<file path="src/inc/msi_pkg.sv">
// Constants and types for the management serial port and interrupt logic.
// Assumes a 100 MHz core clock and status inputs from the same clock.
package msi_pkg;

  // ***********************************************
  // Timing
  // ***********************************************
  localparam int CLK_HZ          = 100_000_000;
  localparam int CLK_PER_MS      = CLK_HZ / 1000;
  localparam int ENERGY_LATE_MS  = 1000;
  localparam int ENERGY_HOLD_MS  = 256;
  localparam int ENERGY_LATE_CYC = ENERGY_LATE_MS * CLK_PER_MS;
  localparam int ENERGY_HOLD_CYC = ENERGY_HOLD_MS * CLK_PER_MS;

  // ***********************************************
  // Frame layout
  // ***********************************************
  localparam logic [5:0] PREAMBLE_LEN = 6'h20;
  localparam logic [3:0] HDR_LAST     = 4'hc;
  localparam logic [3:0] TA_LAST      = 4'h1;
  localparam logic [3:0] DATA_LAST    = 4'hf;
  localparam logic [1:0] OP_READ      = 2'h2;
  localparam logic [1:0] OP_WRITE     = 2'h1;
  localparam logic [1:0] STRAP_LATCH  = 2'h2;
  localparam logic [1:0] STRAP_DONE   = 2'h3;

  // ***********************************************
  // Register indices and bit positions
  // ***********************************************
  localparam logic [4:0] REG_BASIC_STATUS = 5'h01;
  localparam logic [4:0] REG_LP_ABILITY   = 5'h05;
  localparam logic [4:0] REG_AN_EXPANSION = 5'h06;
  localparam logic [4:0] REG_STD_LAST     = 5'h06;
  localparam logic [4:0] REG_VENDOR_FIRST = 5'h10;
  localparam logic [4:0] REG_MODE_CTRL    = 5'h11;
  localparam logic [4:0] REG_IRQ_FLAGS    = 5'h1d;
  localparam logic [4:0] REG_IRQ_MASK     = 5'h1e;

  localparam int BIT_AN_DONE  = 5;
  localparam int BIT_RFAULT   = 4;
  localparam int BIT_LINK     = 2;
  localparam int BIT_LP_ACK   = 14;
  localparam int BIT_PD_FAULT = 4;
  localparam int BIT_PAGE_RX  = 1;
  localparam int BIT_ENERGY   = 1;
  localparam int BIT_ALT_MODE = 6;
  localparam int IRQ_ENERGY   = 7;
  localparam int IRQ_LINK     = 4;

  localparam logic [15:0] UNMAPPED_READ = 16'hffff;
  localparam logic [7:0]  FLAG_RESET    = 8'h80;
  localparam logic [7:0]  PREV_RESET    = 8'h80;
  localparam logic [7:0]  MASK_RESET    = 8'h00;
  localparam logic [7:0]  FALL_CLR      = 8'hee;
  localparam logic [7:0]  RD1_CLR       = 8'h30;
  localparam logic [7:0]  RD6_CLR       = 8'h06;

  // ***********************************************
  // Types
  // ***********************************************
  typedef struct packed {
    logic energyDetect;
    logic anComplete;
    logic remoteFault;
    logic linkStatus;
    logic lpAck;
    logic pdFault;
    logic pageRx;
  } msi_status_t;

  typedef struct packed {
    logic        strobe;
    logic [4:0]  addr;
    logic [15:0] data;
  } msi_reg_wr_t;

  typedef enum {MSI_PRE, MSI_HDR, MSI_TA, MSI_DATA} msi_frame_state_t;

endpackage

</file>
<file path="src/msi_mgmt_irq.sv">
// Serial management slave with register file and interrupt generation.
// Assumes mdc and mdio come from pins; status and anRestart from core logic.
`timescale 1ns/100ps
`default_nettype none

// Operation
// - Registers 0-6 and 16-31 reachable serially
// - Unimplemented registers read as ffff
// - Aperiodic management clock, no maximum gap
// - Receiver samples data on rising clock
// - Answer only own strapped address
// - Active-low interrupt from masked events
// - Both modes assert identically
// - Mode bit zero primary, forced at reset
// - Seven events fire on source rising edge
// - Primary: source fall (not link-down) or flag read releases
// - Remote fault, link-down also by status read
// - Detect fault, page: expansion read, restart, link loss
// - Energy echo one second after fall
// - Energy flag reads one at power-up if energy present
// - Alternate: clearing mask releases immediately
// - Alternate: writing one rechecks the source
// - Alternate: clear only when source inactive
// - Flags mark cause, same position as mask
module msi_mgmt_irq
  import msi_pkg::*;
#(
  parameter int ENERGY_LATE = msi_pkg::ENERGY_LATE_CYC,
  parameter int ENERGY_HOLD = msi_pkg::ENERGY_HOLD_CYC
) (
  input  wire logic                core_clk,
  input  wire logic                rst_n,
  input  wire logic                mdc,
  input  wire logic                mdioIn,
  output logic                     mdioOut,
  output logic                     mdioOe,
  input  wire logic [2:0]          device_addr_strap,
  input  wire msi_pkg::msi_status_t status,
  input  wire logic                anRestart,
  output logic                     irq_out_n,
  output msi_pkg::msi_reg_wr_t     regWr
);
  import msi_pkg::*;

  // ***********************************************
  // Pin synchronisers and address strap
  // ***********************************************
  logic [1:0] mdcSync;
  logic [1:0] next_mdcSync;
  logic [1:0] mdioSync;
  logic [1:0] next_mdioSync;
  logic [2:0] strapMeta;
  logic [2:0] strapSync;
  logic [1:0] strapStage;
  logic [1:0] next_strapStage;
  logic [4:0] devAddr;
  logic [4:0] next_devAddr;
  logic       mdcLast;
  logic       mdcRise;
  logic       mdioS;

  always_comb begin
    next_mdcSync    = {mdcSync[0], mdc};
    next_mdioSync   = {mdioSync[0], mdioIn};
    next_strapStage = strapStage;
    next_devAddr    = devAddr;
    if (strapStage != STRAP_DONE) begin
      next_strapStage = strapStage + 2'h1;
    end
    if (strapStage == STRAP_LATCH) begin
      next_devAddr = {2'h0, strapSync};
    end
  end

  always_ff @(posedge core_clk or negedge rst_n) begin
    if (!rst_n) begin
      mdcSync    <= 2'h0;
      mdioSync   <= 2'h0;
      strapMeta  <= 3'h0;
      strapSync  <= 3'h0;
      strapStage <= 2'h0;
      devAddr    <= 5'h00;
      mdcLast    <= 1'b0;
    end else begin
      mdcSync    <= next_mdcSync;
      mdioSync   <= next_mdioSync;
      strapMeta  <= device_addr_strap;
      strapSync  <= strapMeta;
      strapStage <= next_strapStage;
      devAddr    <= next_devAddr;
      mdcLast    <= mdcSync[1];
    end
  end

  // No timing assumed between edges, only the edge itself
  assign mdcRise = mdcSync[1] & ~mdcLast;
  assign mdioS   = mdioSync[1];

  // ***********************************************
  // Frame engine
  // ***********************************************
  msi_frame_state_t state;
  msi_frame_state_t next_state;
  logic [5:0]  preCnt;
  logic [5:0]  next_preCnt;
  logic [3:0]  bitCnt;
  logic [3:0]  next_bitCnt;
  logic [11:0] hdr;
  logic [11:0] next_hdr;
  logic [15:0] sh;
  logic [15:0] next_sh;
  logic        isRead;
  logic        next_isRead;
  logic        isMine;
  logic        next_isMine;
  logic [4:0]  regAddr;
  logic [4:0]  next_regAddr;
  logic        next_mdioOut;
  logic        next_mdioOe;
  logic [12:0] hdrNow;
  logic [15:0] readValue;
  logic        rdTake;
  logic        wrTake;
  logic [15:0] wrData;

  assign hdrNow = {hdr, mdioS};
  assign wrData = {sh[14:0], mdioS};

  always_comb begin
    next_state   = state;
    next_preCnt  = preCnt;
    next_bitCnt  = bitCnt;
    next_hdr     = hdr;
    next_sh      = sh;
    next_isRead  = isRead;
    next_isMine  = isMine;
    next_regAddr = regAddr;
    next_mdioOut = mdioOut;
    next_mdioOe  = mdioOe;
    rdTake       = 1'b0;
    wrTake       = 1'b0;
    if (mdcRise) begin
      case (state)
        MSI_PRE: begin
          if (mdioS) begin
            if (preCnt != PREAMBLE_LEN) begin
              next_preCnt = preCnt + 6'h01;
            end
          end else begin
            next_preCnt = 6'h00;
            if (preCnt == PREAMBLE_LEN) begin
              next_state  = MSI_HDR;
              next_bitCnt = 4'h0;
            end
          end
        end
        MSI_HDR: begin
          next_hdr    = hdrNow[11:0];
          next_bitCnt = bitCnt + 4'h1;
          if (bitCnt == HDR_LAST) begin
            next_bitCnt  = 4'h0;
            next_isRead  = hdrNow[11:10] == OP_READ;
            next_isMine  = hdrNow[9:5] == devAddr;
            next_regAddr = hdrNow[4:0];
            next_state   = MSI_TA;
            if (!hdrNow[12] || (hdrNow[11:10] != OP_READ
                && hdrNow[11:10] != OP_WRITE)) begin
              next_state = MSI_PRE;
            end else if (hdrNow[11:10] == OP_READ
                         && hdrNow[9:5] == devAddr) begin
              rdTake  = 1'b1;
              next_sh = readValue;
            end
          end
        end
        MSI_TA: begin
          next_bitCnt = bitCnt + 4'h1;
          if (isRead && isMine) begin
            next_mdioOe  = 1'b1;
            next_mdioOut = 1'b0;
            if (bitCnt == TA_LAST) begin
              next_mdioOut = sh[15];
              next_sh      = {sh[14:0], 1'b0};
            end
          end
          if (bitCnt == TA_LAST) begin
            next_bitCnt = 4'h0;
            next_state  = MSI_DATA;
          end
        end
        MSI_DATA: begin
          next_bitCnt = bitCnt + 4'h1;
          if (isRead && isMine) begin
            next_mdioOut = sh[15];
            next_sh      = {sh[14:0], 1'b0};
          end else begin
            next_sh = wrData;
          end
          if (bitCnt == DATA_LAST) begin
            next_bitCnt  = 4'h0;
            next_state   = MSI_PRE;
            next_mdioOe  = 1'b0;
            next_mdioOut = 1'b0;
            wrTake       = !isRead && isMine;
          end
        end
        default: begin
          next_state = MSI_PRE;
        end
      endcase
    end
  end

  always_ff @(posedge core_clk or negedge rst_n) begin
    if (!rst_n) begin
      state   <= MSI_PRE;
      preCnt  <= 6'h00;
      bitCnt  <= 4'h0;
      hdr     <= 12'h000;
      sh      <= 16'h0000;
      isRead  <= 1'b0;
      isMine  <= 1'b0;
      regAddr <= 5'h00;
      mdioOut <= 1'b0;
      mdioOe  <= 1'b0;
    end else begin
      state   <= next_state;
      preCnt  <= next_preCnt;
      bitCnt  <= next_bitCnt;
      hdr     <= next_hdr;
      sh      <= next_sh;
      isRead  <= next_isRead;
      isMine  <= next_isMine;
      regAddr <= next_regAddr;
      mdioOut <= next_mdioOut;
      mdioOe  <= next_mdioOe;
    end
  end

  // ***********************************************
  // Registers and interrupt flags
  // ***********************************************
  logic [15:0] regFile [0:31];
  logic [15:0] next_regFile [0:31];
  logic [7:0]  flags;
  logic [7:0]  next_flags;
  logic [7:0]  mask;
  logic [7:0]  next_mask;
  logic [7:0]  srcPrev;
  logic        altMode;
  logic        next_altMode;
  logic        next_irqOutN;
  msi_reg_wr_t next_regWr;
  logic [7:0]  src;
  logic [7:0]  rise;
  logic [7:0]  fall;
  logic [7:0]  flagSet;
  logic [7:0]  flagClr;
  logic        rd1;
  logic        rd6;
  logic        rd29;
  logic        wr29;
  logic        echoSet;
  logic        echoClr;

  // Link-down is carried inverted so every event is a rising edge
  assign src  = {status.energyDetect, status.anComplete, status.remoteFault,
                 ~status.linkStatus, status.lpAck, status.pdFault,
                 status.pageRx, 1'b0};
  assign rise = src & ~srcPrev;
  assign fall = ~src & srcPrev;
  assign rd1  = rdTake && hdrNow[4:0] == REG_BASIC_STATUS;
  assign rd6  = rdTake && hdrNow[4:0] == REG_AN_EXPANSION;
  assign rd29 = rdTake && hdrNow[4:0] == REG_IRQ_FLAGS;
  assign wr29 = wrTake && regAddr == REG_IRQ_FLAGS;
  assign flagSet[0] = 1'b0;
  assign flagClr[0] = 1'b1;

  genvar gi;
  generate
    for (gi = 1; gi < 8; gi++) begin : g_flag
      logic primClr;
      logic altClr;
      assign primClr = (fall[gi] & FALL_CLR[gi]) | rd29
                     | (rd1 & RD1_CLR[gi])
                     | ((rd6 | anRestart | rise[IRQ_LINK])
                        & RD6_CLR[gi]);
      assign altClr  = wr29 & wrData[gi] & ~src[gi];
      assign flagClr[gi] = (altMode ? altClr : primClr)
                         | (echoClr & (gi == IRQ_ENERGY));
      assign flagSet[gi] = rise[gi] | (echoSet & (gi == IRQ_ENERGY));
    end
  endgenerate

  always_comb begin
    readValue = UNMAPPED_READ;
    if (hdrNow[4:0] <= REG_STD_LAST || hdrNow[4:0] >= REG_VENDOR_FIRST) begin
      readValue = regFile[hdrNow[4:0]];
      case (hdrNow[4:0])
        REG_BASIC_STATUS: begin
          readValue[BIT_AN_DONE] = status.anComplete;
          readValue[BIT_RFAULT]  = status.remoteFault;
          readValue[BIT_LINK]    = status.linkStatus;
        end
        REG_LP_ABILITY: begin
          readValue[BIT_LP_ACK] = status.lpAck;
        end
        REG_AN_EXPANSION: begin
          readValue[BIT_PD_FAULT] = status.pdFault;
          readValue[BIT_PAGE_RX]  = status.pageRx;
        end
        REG_MODE_CTRL: begin
          readValue[BIT_ENERGY]   = status.energyDetect;
          readValue[BIT_ALT_MODE] = altMode;
        end
        REG_IRQ_FLAGS: begin
          readValue = {8'h00, flags};
        end
        REG_IRQ_MASK: begin
          readValue = {8'h00, mask};
        end
        default: begin
          readValue = regFile[hdrNow[4:0]];
        end
      endcase
    end
  end

  always_comb begin
    next_regFile = regFile;
    next_mask    = mask;
    next_altMode = altMode;
    // Set wins over a clear in the same cycle
    next_flags   = (flags & ~flagClr) | flagSet;
    if (wrTake && regAddr != REG_IRQ_FLAGS) begin
      next_regFile[regAddr] = wrData;
    end
    if (wrTake && regAddr == REG_IRQ_MASK) begin
      next_mask = {wrData[7:1], 1'b0};
    end
    if (wrTake && regAddr == REG_MODE_CTRL) begin
      next_altMode = wrData[BIT_ALT_MODE];
    end
    // Mask gates the output, so clearing it releases at once
    next_irqOutN = ~|(next_flags & next_mask);
    next_regWr   = '{strobe: wrTake, addr: regAddr, data: wrData};
  end

  always_ff @(posedge core_clk or negedge rst_n) begin
    if (!rst_n) begin
      for (int i = 0; i < 32; i++) begin
        regFile[i] <= 16'h0000;
      end
      flags     <= FLAG_RESET;
      mask      <= MASK_RESET;
      srcPrev   <= PREV_RESET;
      altMode   <= 1'b0;
      irq_out_n <= 1'b1;
      regWr     <= '0;
    end else begin
      regFile   <= next_regFile;
      flags     <= next_flags;
      mask      <= next_mask;
      srcPrev   <= src;
      altMode   <= next_altMode;
      irq_out_n <= next_irqOutN;
      regWr     <= next_regWr;
    end
  end

  // ***********************************************
  // Energy-detect late echo
  // ***********************************************
  logic        echoArm;
  logic        next_echoArm;
  logic        echoWait;
  logic        next_echoWait;
  logic        echoHold;
  logic        next_echoHold;
  logic [31:0] echoCnt;
  logic [31:0] next_echoCnt;

  always_comb begin
    next_echoArm  = echoArm;
    next_echoWait = echoWait;
    next_echoHold = echoHold;
    next_echoCnt  = echoCnt;
    echoSet       = 1'b0;
    echoClr       = 1'b0;
    // Released by a flag read while energy still present
    if (rd29 && !altMode && flags[IRQ_ENERGY] && src[IRQ_ENERGY]
        && mask[IRQ_ENERGY]) begin
      next_echoArm = 1'b1;
    end
    if (echoArm && fall[IRQ_ENERGY]) begin
      next_echoArm  = 1'b0;
      next_echoWait = 1'b1;
      next_echoCnt  = 32'h0000_0000;
    end
    if (echoWait) begin
      next_echoCnt = echoCnt + 32'h0000_0001;
      if (echoCnt == 32'(ENERGY_LATE - 1)) begin
        next_echoWait = 1'b0;
        next_echoHold = 1'b1;
        next_echoCnt  = 32'h0000_0000;
        echoSet       = 1'b1;
      end
    end
    if (echoHold) begin
      next_echoCnt = echoCnt + 32'h0000_0001;
      if (echoCnt == 32'(ENERGY_HOLD - 1)) begin
        next_echoHold = 1'b0;
        echoClr       = 1'b1;
      end
    end
    // Clearing the energy mask cancels any pending echo
    if (!mask[IRQ_ENERGY]) begin
      next_echoArm  = 1'b0;
      next_echoWait = 1'b0;
      next_echoHold = 1'b0;
    end
  end

  always_ff @(posedge core_clk or negedge rst_n) begin
    if (!rst_n) begin
      echoArm  <= 1'b0;
      echoWait <= 1'b0;
      echoHold <= 1'b0;
      echoCnt  <= 32'h0000_0000;
    end else begin
      echoArm  <= next_echoArm;
      echoWait <= next_echoWait;
      echoHold <= next_echoHold;
      echoCnt  <= next_echoCnt;
    end
  end

endmodule

`default_nettype wire

</file>
<file path="config.mk">
export PLATFORM = sky130hd
export DESIGN_NAME = msi_mgmt_irq
export DESIGN_NICKNAME = d
export VERILOG_FILES = /design/src/inc/msi_pkg.sv /design/src/msi_mgmt_irq.sv
export SDC_FILE = /design/constraint.sdc
export NUM_CORES = 1
export LEC_CHECK = 0
export BUFFER_PORTS_ARGS = -buffer_cell sky130_fd_sc_hd__buf_2
export CAP_MARGIN = 15
export CORE_UTILIZATION = 55
export CTS_CLUSTER_SIZE = 14
export DETAILED_ROUTE_END_ITERATION = 6
export GPL_TIMING_DRIVEN = 0
export PLACE_DENSITY = 0.72
export SLEW_MARGIN = 20
export SYNTH_ARGS = -nofsm -noshare
export SYNTH_HDL_FRONTEND = slang
export SYNTH_SLANG_ARGS = --single-unit
</file>
<file path="constraint.sdc">
create_clock -name core_clk -period 4.05 [get_ports core_clk]
set_input_delay 1.0125 -clock core_clk [delete_from_list [all_inputs] [get_ports core_clk]]
set_output_delay 1.0125 -clock core_clk [all_outputs]
set_load 0.02 [all_outputs]
</file>
==> results.toml, run 1 <==
[setup_path]
start_kind = "register"
critical_path_depth = 7
r2r_slack_ns = 0.33
rr_startpoint = "bitCnt[0]$_DFFE_PN0P_"
worst_ep_required_time_ns = 4.53
rr_worst_depth = 7
critical_path.max_fanout = 10
r2r_end = "regFile[258]$_DFFE_PN0P_"
worst_path_largest_cell_delay_ns = 0.92
crit_slowest_cell = "nor2_1"
cp.arrival_ns = 4.20
crit_buf_inv = 1
cp_cell_sequence = "ha_1, nand3_2, nor3_1, nand3_1, nor2_1, buf_2, mux2_2"
crit_type = "register to register"
worstSetupEndpointType = "register"
cpLargestDelayFamily = "simple AND/OR/NAND/NOR gates"

[floorplanning]
die_h_um = 233
core-area_um2 = 52600
rows = 84
ioPinCount = 40
dieWidth_um = 233
start_util = 0.558
die-area_um2 = 54200

[sta]
layout_setup_ws_ns = 0.331
report.final.slew_viol_count = 0
finalCritPeriodShare = 0.918
rsz0062_at_grt = "false"
fmax_ghz = 0.269
worst_clock_skew_ns = 0.0301
setup_viol = 0
tns_ns = 0
final_hold_viol_count = 0
slew_headroom = 0.189
period_needed_ns = 3.72
worstMarginPinSlew_ns = 1.22

[routing]
first_iter_violations = 1838
num_vias = 18917
routed_wl_mm = 80.8
drtPass1Iterations = 5
remaining_drc_errors = 0
viasPerCell = 6.38
wire_per_inst_um = 27.2
ant_nets = 0

[clock_tree]
postCtsSetupBuffers = 0
clock_latency_ns = 0.62
cts_resized = 0
clk_pin_slew_worst_paths_ns = 0.06
root_buffer = "clkbuf_16"
clock-sinks = 645
cts_buffers = 70
cts_htree_levels = 3
clock_path_buffers = 3
hold_buffers = 0
tritoncts = "yes"

[pwr]
cellPowerDensity_nw_per_um2 = 405
ir_worst_vdd_mv = 0.359
p_leak_nw = 15.6
finalPower_mw = 13.3

[yosys]
synth_edf_count = 0
yosysWarnings = 0
ys.flop_type = "dfrtp_1"
synth_top_area_frac = 0.548
ys_top_cells_by_area = "dfrtp_1 55%, mux2_2 18%, mux4_2 12%"
synth_cell_type_count = 81
async_flop_share = 1.00
syn_nets = 2133
yosysTopAreaCell = "dfrtp_1"
synth_area_per_cell_um2 = 13.9
syn_inst = 2109
ys_ff_latch = 645
ys_seq_area_frac = 0.551
syn_area_um2 = 29300

[placement]
dp_slack_ns = 0.498
gp_congestion = 0.886
dp_hpwl_mm = 53.4
io_buffers = 39

[cells_and_area]
layout.cells.most_common_list = "642 x dfrtp_1, 458 x mux2_2, 196 x nand2_1"
final_common_cell = "dfrtp_1"
syn2layout_area_growth_pct = 12.3
n_fill_cell = 3881
fin_util = 0.626
diodes = 0
final_nets = 2251
drive_gt1_frac = 0.373

[run_status]
status = "complete, no violations"

[global_route]
grt_max_degree = 105
grt.total_usage = 0.310
antenna_found_initial = 2
grt_pass1_wl_mm = 122
first_global_vias = 19517
overflow = 0

[flow_run]
cap_violations = 0

[worst_hold_path]
hp-class = "primary input to asynchronous set/reset pin"
-- cells by family (layout without fill, tap and decap cells) --
group | after synthesis | count (layout) | share of synthesized area
xor+xnor | 38 | 38 | 0.0114
fa+ha+maj | 9 | 9 | 0.00384
mux | 618 | 618 | 0.295
flops | 645 | 645 | 0.551
compound gates | 155 | 155 | 0.0339
buf+inv | 198 | 367 | 0.0295
simple gates | 446 | 446 | 0.0753
-- cells in the mapped netlist, types with 10 or more instances --
master,instances
a21oi_1,27
clkbuf_1,105
inv_1,25
nand4_1,16
mux2_2,458
and3_1,11
nand3_1,30
xnor2_1,16
nand2_1,196
nor2_1,81
dfrtp_1,642
nand2b_1,13
a31oi_1,10
o21ai_0,52
mux4_2,151
or3_1,17
nor3_1,18
buf_2,45
xor2_1,22
-- report_power, final --
| part | total, mW | internal (mW) | switching [mW] |
|---|---|---|---|
| combinational | 0.309 | 0.0862 | 0.223 |
| sequential | 6.48 | 6.47 | 0.0152 |
| clock | 6.53 | 3.92 | 2.61 |
| total | 13.3 | 10.5 | 2.85 |
-- flip-flops by register name, summed over array words and instances (netlist names), 3 cells and up --
name / count
preCnt: 6
regAddr: 5
strapMeta: 3
regFile: 500
srcPrev: 7
mask: 7
sh: 16
echoCnt: 32
flags: 7
regWr: 22
bitCnt: 4
hdr: 12
devAddr: 3
strapSync: 3
-- per-layer routing --
metal	vias up	track usage	part of all wire	wire length, um
met4	6	0.142	0.045	3660
met1	9967	0.422	0.41	32900
li1	7886	-	-	-
met2	843	0.479	0.47	37600
met5	-	0	0.00041	33
met3	215	0.0689	0.082	6640
-- worst max-delay path by stage --
stage,start,endpoint
final,bitCnt[0]$_DFFE_PN0P_,regFile[258]$_DFFE_PN0P_
after global placement,rst_n,regWr[7]$_DFF_PN0_
after global routing,bitCnt[0]$_DFFE_PN0P_,regFile[257]$_DFFE_PN0P_
after floorplan,hdr[9]$_DFFE_PN0P_,sh[6]$_DFFE_PN0P_
after detailed placement,bitCnt[0]$_DFFE_PN0P_,regFile[260]$_DFFE_PN0P_
after CTS,bitCnt[0]$_DFFE_PN0P_,regFile[262]$_DFFE_PN0P_
-- metrics by stage --
step                      instance area, um^2  hold WS [ns]  std cells
after floorplan                         29300         0.331       2109
after global placement                  30400         0.333       2836
after detailed placement                30600         0.335       2843
after CTS                               32900         0.294       2966
after global routing                    32900         0.323       2966
final                                   32900         0.305       2966
-- final cells by class --
cell class | count | area [um^2] | area share
buffer | 172 | 769 | 0.0234
clock buffer | 104 | 2100 | 0.0639
clock inverter | 19 | 251 | 0.00764
inverter | 26 | 97.6 | 0.00296
multi-input combinational | 1266 | 12300 | 0.373
sequential | 645 | 16100 | 0.490
tap | 688 | 861 | 0.0262
timing repair buffer | 46 | 398 | 0.0121
No activity file was read; power rests on OpenSTA's default activity.
==> run 2, diff against run 1 <==
--- a/config.mk
+++ b/config.mk
@@ -7,11 +7,11 @@
 export LEC_CHECK = 0
 export BUFFER_PORTS_ARGS = -buffer_cell sky130_fd_sc_hd__buf_2
 export CAP_MARGIN = 15
-export CORE_UTILIZATION = 55
+export CORE_UTILIZATION = 45
 export CTS_CLUSTER_SIZE = 14
 export DETAILED_ROUTE_END_ITERATION = 6
 export GPL_TIMING_DRIVEN = 0
-export PLACE_DENSITY = 0.72
+export PLACE_DENSITY = 0.61
 export SLEW_MARGIN = 20
 export SYNTH_ARGS = -nofsm -noshare
 export SYNTH_HDL_FRONTEND = slang
==> results.toml, run 2 (synthesized netlist as in run 1, its figures left out) <==
[run_status]
status = "complete, no violations"

[global_route]
first_global_vias = 19298
grt_max_degree = 104
grt.total_usage = 0.259
antenna_found_initial = 0
busiest_layer = "met2"
met2_usage = 0.403
grt_pass1_wl_mm = 127
grt_util_met3 = 0.0491
grt_util_met1 = 0.357
overflow = 0

[setup_path]
cp.arrival_ns = 4.11
r2r_slack_ns = 0.42
rr_startpoint = "bitCnt[0]$_DFFE_PN0P_"
start_kind = "register"
r2r_end = "regFile[265]$_DFFE_PN0P_"
crit_type = "register to register"
critical_path.max_fanout = 10
rr_worst_depth = 7
worst_ep_required_time_ns = 4.54
worstSetupEndpointType = "register"

[sta]
worst_clock_skew_ns = 0.0298
final_hold_viol_count = 0
setup_viol = 0
tns_ns = 0
layout_setup_ws_ns = 0.423
finalCritPeriodShare = 0.895
report.final.slew_viol_count = 0
worstMarginPinSlew_ns = 1.19
fmax_ghz = 0.276
rsz0062_at_grt = "false"
period_needed_ns = 3.63
slew_headroom = 0.202

[floorplanning]
die-area_um2 = 66100
core-area_um2 = 64300
ioPinCount = 40
die_h_um = 257
rows = 93
dieWidth_um = 257
start_util = 0.455

[cells_and_area]
drive_gt1_frac = 0.373
n_fill_cell = 5409
reg_top3 = "regFile (500), echoCnt (32), regWr (22)"
layout.cells.most_common_list = "642 x dfrtp_1, 458 x mux2_2, 196 x nand2_1"
top_register = "regFile"
final_nets = 2251
syn2layout_area_growth_pct = 13.1
final_common_cell = "dfrtp_1"
diodes = 0
largest_register_ffs = 500

[clock_tree]
clock_latency_ns = 0.62
root_buffer = "clkbuf_16"
postCtsSetupBuffers = 0
cts_resized = 0
hold_buffers = 0
clock-sinks = 645
cts_buffers = 70
tritoncts = "yes"
clock_path_buffers = 3
clk_pin_slew_worst_paths_ns = 0.06
cts_htree_levels = 3

[placement]
gp_congestion = 0.870
io_buffers = 39
dp_hpwl_mm = 55.1
dp_slack_ns = 0.470

[pwr]
finalPower_mw = 13.4
ir_worst_vdd_mv = 0.311
p_leak_nw = 15.6
cellPowerDensity_nw_per_um2 = 404

[routing]
first_iter_violations = 1537
viasPerCell = 5.93
wire_per_inst_um = 26.6
ant_nets = 0
remaining_drc_errors = 0
routed_wl_mm = 83.5
num_vias = 18601
drtPass1Iterations = 6

[worst_hold_path]
hp-class = "primary input to asynchronous set/reset pin"

[flow_run]
cap_violations = 0
-- run 2: worst max-delay path by stage --
stage                                      from  cells past startpoint                        to  slack [ns]
final                     bitCnt[0]$_DFFE_PN0P_                      7  regFile[265]$_DFFE_PN0P_        0.42
after detailed placement  mdioSync[1]$_DFF_PN0_                     10         sh[7]$_DFFE_PN0P_        0.47
after CTS                 mdioSync[1]$_DFF_PN0_                     10         sh[7]$_DFFE_PN0P_        0.48
after global placement                    rst_n                      1        regWr[7]$_DFF_PN0_      -11.09
after floorplan              hdr[9]$_DFFE_PN0P_                      9         sh[6]$_DFFE_PN0P_        1.56
after global routing      bitCnt[0]$_DFFE_PN0P_                      7  regFile[265]$_DFFE_PN0P_        0.30
-- run 2: layer usage --
layer  up-vias  part of all wire
met5         -                 0
met4         0             0.043
met3       179             0.060
met2       595              0.47
met1      9938              0.43
li1       7889                 -
-- run 2: power by group --
group	total, mW	internal, mW	switching [mW]
Sequential	6.48	6.47	0.0147
Combinational	0.314	0.0859	0.228
Clock	6.60	3.94	2.66
Total	13.4	10.5	2.90
-- run 2: worst max-delay path, stage by stage, from the launching register on --
cell and delay [ns]:
dfrtp_1 0.42, ha_1 0.24, nand3_2 0.24, nor3_1 0.43, nand3_1 0.25, nor2_1 0.95, buf_2 0.58, mux2_2 0.39
-- run 2: area by class of cell --
cell class / instances / area [um^2] / share of cell area
Buffer: 172 / 769 / 0.0232
Clock buffer: 109 / 2130 / 0.0643
Clock inverter: 18 / 243 / 0.00732
Inverter: 26 / 97.6 / 0.00294
Multi-Input combinational cell: 1266 / 12300 / 0.371
Sequential cell: 645 / 16100 / 0.487
Tap cell: 855 / 1070 / 0.0323
Timing Repair Buffer: 46 / 398 / 0.0120
-- run 2: stage by stage --
step | area (um^2) | utilization | hold slack, ns | instances
2_1_floorplan | 29300 | - | 0.331 | 2109
3_3_place_gp | 30600 | 0.475 | 0.341 | 3003
3_5_place_dp | 30800 | 0.478 | 0.337 | 3010
4_1_cts | 33100 | 0.515 | 0.341 | 3137
5_1_grt | 33100 | 0.515 | 0.359 | 3137
6_report | 33100 | 0.515 | 0.341 | 3137
==> run 3, diff against run 2 <==
--- a/config.mk
+++ b/config.mk
@@ -7,11 +7,13 @@
 export LEC_CHECK = 0
 export BUFFER_PORTS_ARGS = -buffer_cell sky130_fd_sc_hd__buf_2
 export CAP_MARGIN = 15
+export CELL_PAD_IN_SITES_DETAIL_PLACEMENT = 1
+export CELL_PAD_IN_SITES_GLOBAL_PLACEMENT = 1
 export CORE_UTILIZATION = 45
 export CTS_CLUSTER_SIZE = 14
 export DETAILED_ROUTE_END_ITERATION = 6
 export GPL_TIMING_DRIVEN = 0
-export PLACE_DENSITY = 0.61
+export PLACE_DENSITY = 0.7
 export SLEW_MARGIN = 20
 export SYNTH_ARGS = -nofsm -noshare
 export SYNTH_HDL_FRONTEND = slang
==> results.toml, run 3 (synthesized netlist as in run 1, its figures left out) <==
[clock_tree]
clk_pin_slew_worst_paths_ns = 0.06
postCtsSetupBuffers = 0
clock_latency_ns = 0.64
hold_buffers = 0
cts_resized = 0
root_buffer = "clkbuf_16"
clock-sinks = 645
tritoncts = "yes"
clock_path_buffers = 3
cts_htree_levels = 3
cts_buffers = 73

[setup_path]
crit_type = "register to register"
cp.arrival_ns = 4.21
critical_path.max_fanout = 10
cp_cell_sequence = "ha_1, nand3_2, nor3_1, nand3_1, nor2_1, buf_2, mux2_2"
worst_path_largest_cell_delay_ns = 0.91
crit_slowest_cell = "nor2_1"
start_kind = "register"
worstSetupEndpointType = "register"
worst_ep_required_time_ns = 4.55

[sta]
worst_clock_skew_ns = 0.0227
slew_headroom = 0.168
rsz0062_at_grt = "false"
layout_setup_ws_ns = 0.339
whs_ns = 0.284
setup_viol = 0
report.final.slew_viol_count = 0
final_hold_viol_count = 0
finalCritPeriodShare = 0.916
tns_ns = 0
fmax_ghz = 0.269
worstMarginPinSlew_ns = 1.25
period_needed_ns = 3.71

[run_status]
status = "complete, no violations"

[global_route]
grt.total_usage = 0.287
grt_pass1_wl_mm = 140
first_global_vias = 20781
antenna_found_initial = 0
grt_max_degree = 103
overflow = 0

[pwr]
p_leak_nw = 15.7
ir_worst_vdd_mv = 0.318
cellPowerDensity_nw_per_um2 = 414

[cells_and_area]
drive_gt1_frac = 0.378
final_nets = 2254
syn2layout_area_growth_pct = 13.6
layout.cells.most_common_list = "642 x dfrtp_1, 458 x mux2_2, 196 x nand2_1"
top_register = "regFile"
n_fill_cell = 6348
final_common_cell = "dfrtp_1"
reg_top3 = "regFile (500), echoCnt (32), regWr (22)"
diodes = 0
largest_register_ffs = 500

[routing]
ant_nets = 0
routed_wl_mm = 91.3
viasPerCell = 6.02
remaining_drc_errors = 0
wire_per_inst_um = 29.1
num_vias = 18880
drtPass1Iterations = 5
first_iter_violations = 1447

[floorplanning]
ioPinCount = 40
core-area_um2 = 64300
dieWidth_um = 257
die-area_um2 = 66100
die_h_um = 257
rows = 93
start_util = 0.455

[placement]
io_buffers = 39
dp_slack_ns = 0.401
dp_hpwl_mm = 59.9
gp_congestion = 0.874

[worst_hold_path]
hp-class = "primary input to asynchronous set/reset pin"

[flow_run]
cap_violations = 0
==> run 3: cell count changes in the layout (fill, tap and decap cells not counted), sizes merged <==
cell,before,now
clkbuf,215,204
clkinv,9,16
bufinv,5,8
clkinvlp,2,4
==> run 3: layer usage <==
layer	part of all wire	track usage	vias to the layer above
met2	0.49	0.465	538
met3	0.047	0.0478	187
met4	0.040	0.114	0
li1	-	-	7880
met5	0	0	-
met1	0.42	0.386	10275
==> run 3: final cells by class <==
class	instances	area, um^2	share of cell area
Timing Repair Buffer	46	398	0.0120
Multi-Input combinational cell	1266	12300	0.369
Clock inverter	30	409	0.0123
Sequential cell	645	16100	0.485
Clock buffer	98	2100	0.0632
Inverter	26	97.6	0.00293
Tap cell	855	1070	0.0321
Buffer	172	773	0.0232
==> run 3: stage by stage <==
stage | util | instances | area [um^2] | total power [mW]
floorplan | - | 2109 | 29300 | 6.71
global placement | 0.475 | 3003 | 30600 | 6.90
detailed placement | 0.478 | 3010 | 30800 | 6.93
CTS | 0.517 | 3138 | 33300 | 13.9
global route | 0.517 | 3138 | 33300 | 14.1
finish | 0.517 | 3138 | 33300 | 13.8
==> run 3: critical path: cells and delay by family, from the launching register on <==
| kind | cells | cell delay (ns) |
|---|---|---|
| adders and majority gates | 1 | 0.26 |
| buffers and inverters | 1 | 0.63 |
| DFF | 1 | 0.43 |
| muxes | 1 | 0.40 |
| and+or+nand+nor | 4 | 1.85 |
==> run 3: worst paths after layout <==
| check | to | startpoint | slack (ns) | cells past startpoint |
|---|---|---|---|---|
| setup / recovery | regFile[260]$_DFFE_PN0P_ | bitCnt[0]$_DFFE_PN0P_ | 0.34 | 7 |
| hold / removal | bitCnt[3]$_DFFE_PN0P_ | rst_n | 0.28 | 1 |
| setup reg to reg | regFile[260]$_DFFE_PN0P_ | bitCnt[0]$_DFFE_PN0P_ | 0.34 | 7 |
| hold reg to reg | mdcSync[1]$_DFF_PN0_ | mdcSync[0]$_DFF_PN0_ | 0.35 | 0 |
| max in group asynchronous | regFile[152]$_DFFE_PN0P_ | rst_n | 2.04 | 4 |
| min in group core_clk | mdcSync[1]$_DFF_PN0_ | mdcSync[0]$_DFF_PN0_ | 0.35 | 0 |
==> run 3: where the power goes <==
group	switching, mW	internal (mW)
Sequential	0.0152	6.47
Combinational	0.236	0.0864
Clock	2.79	4.18
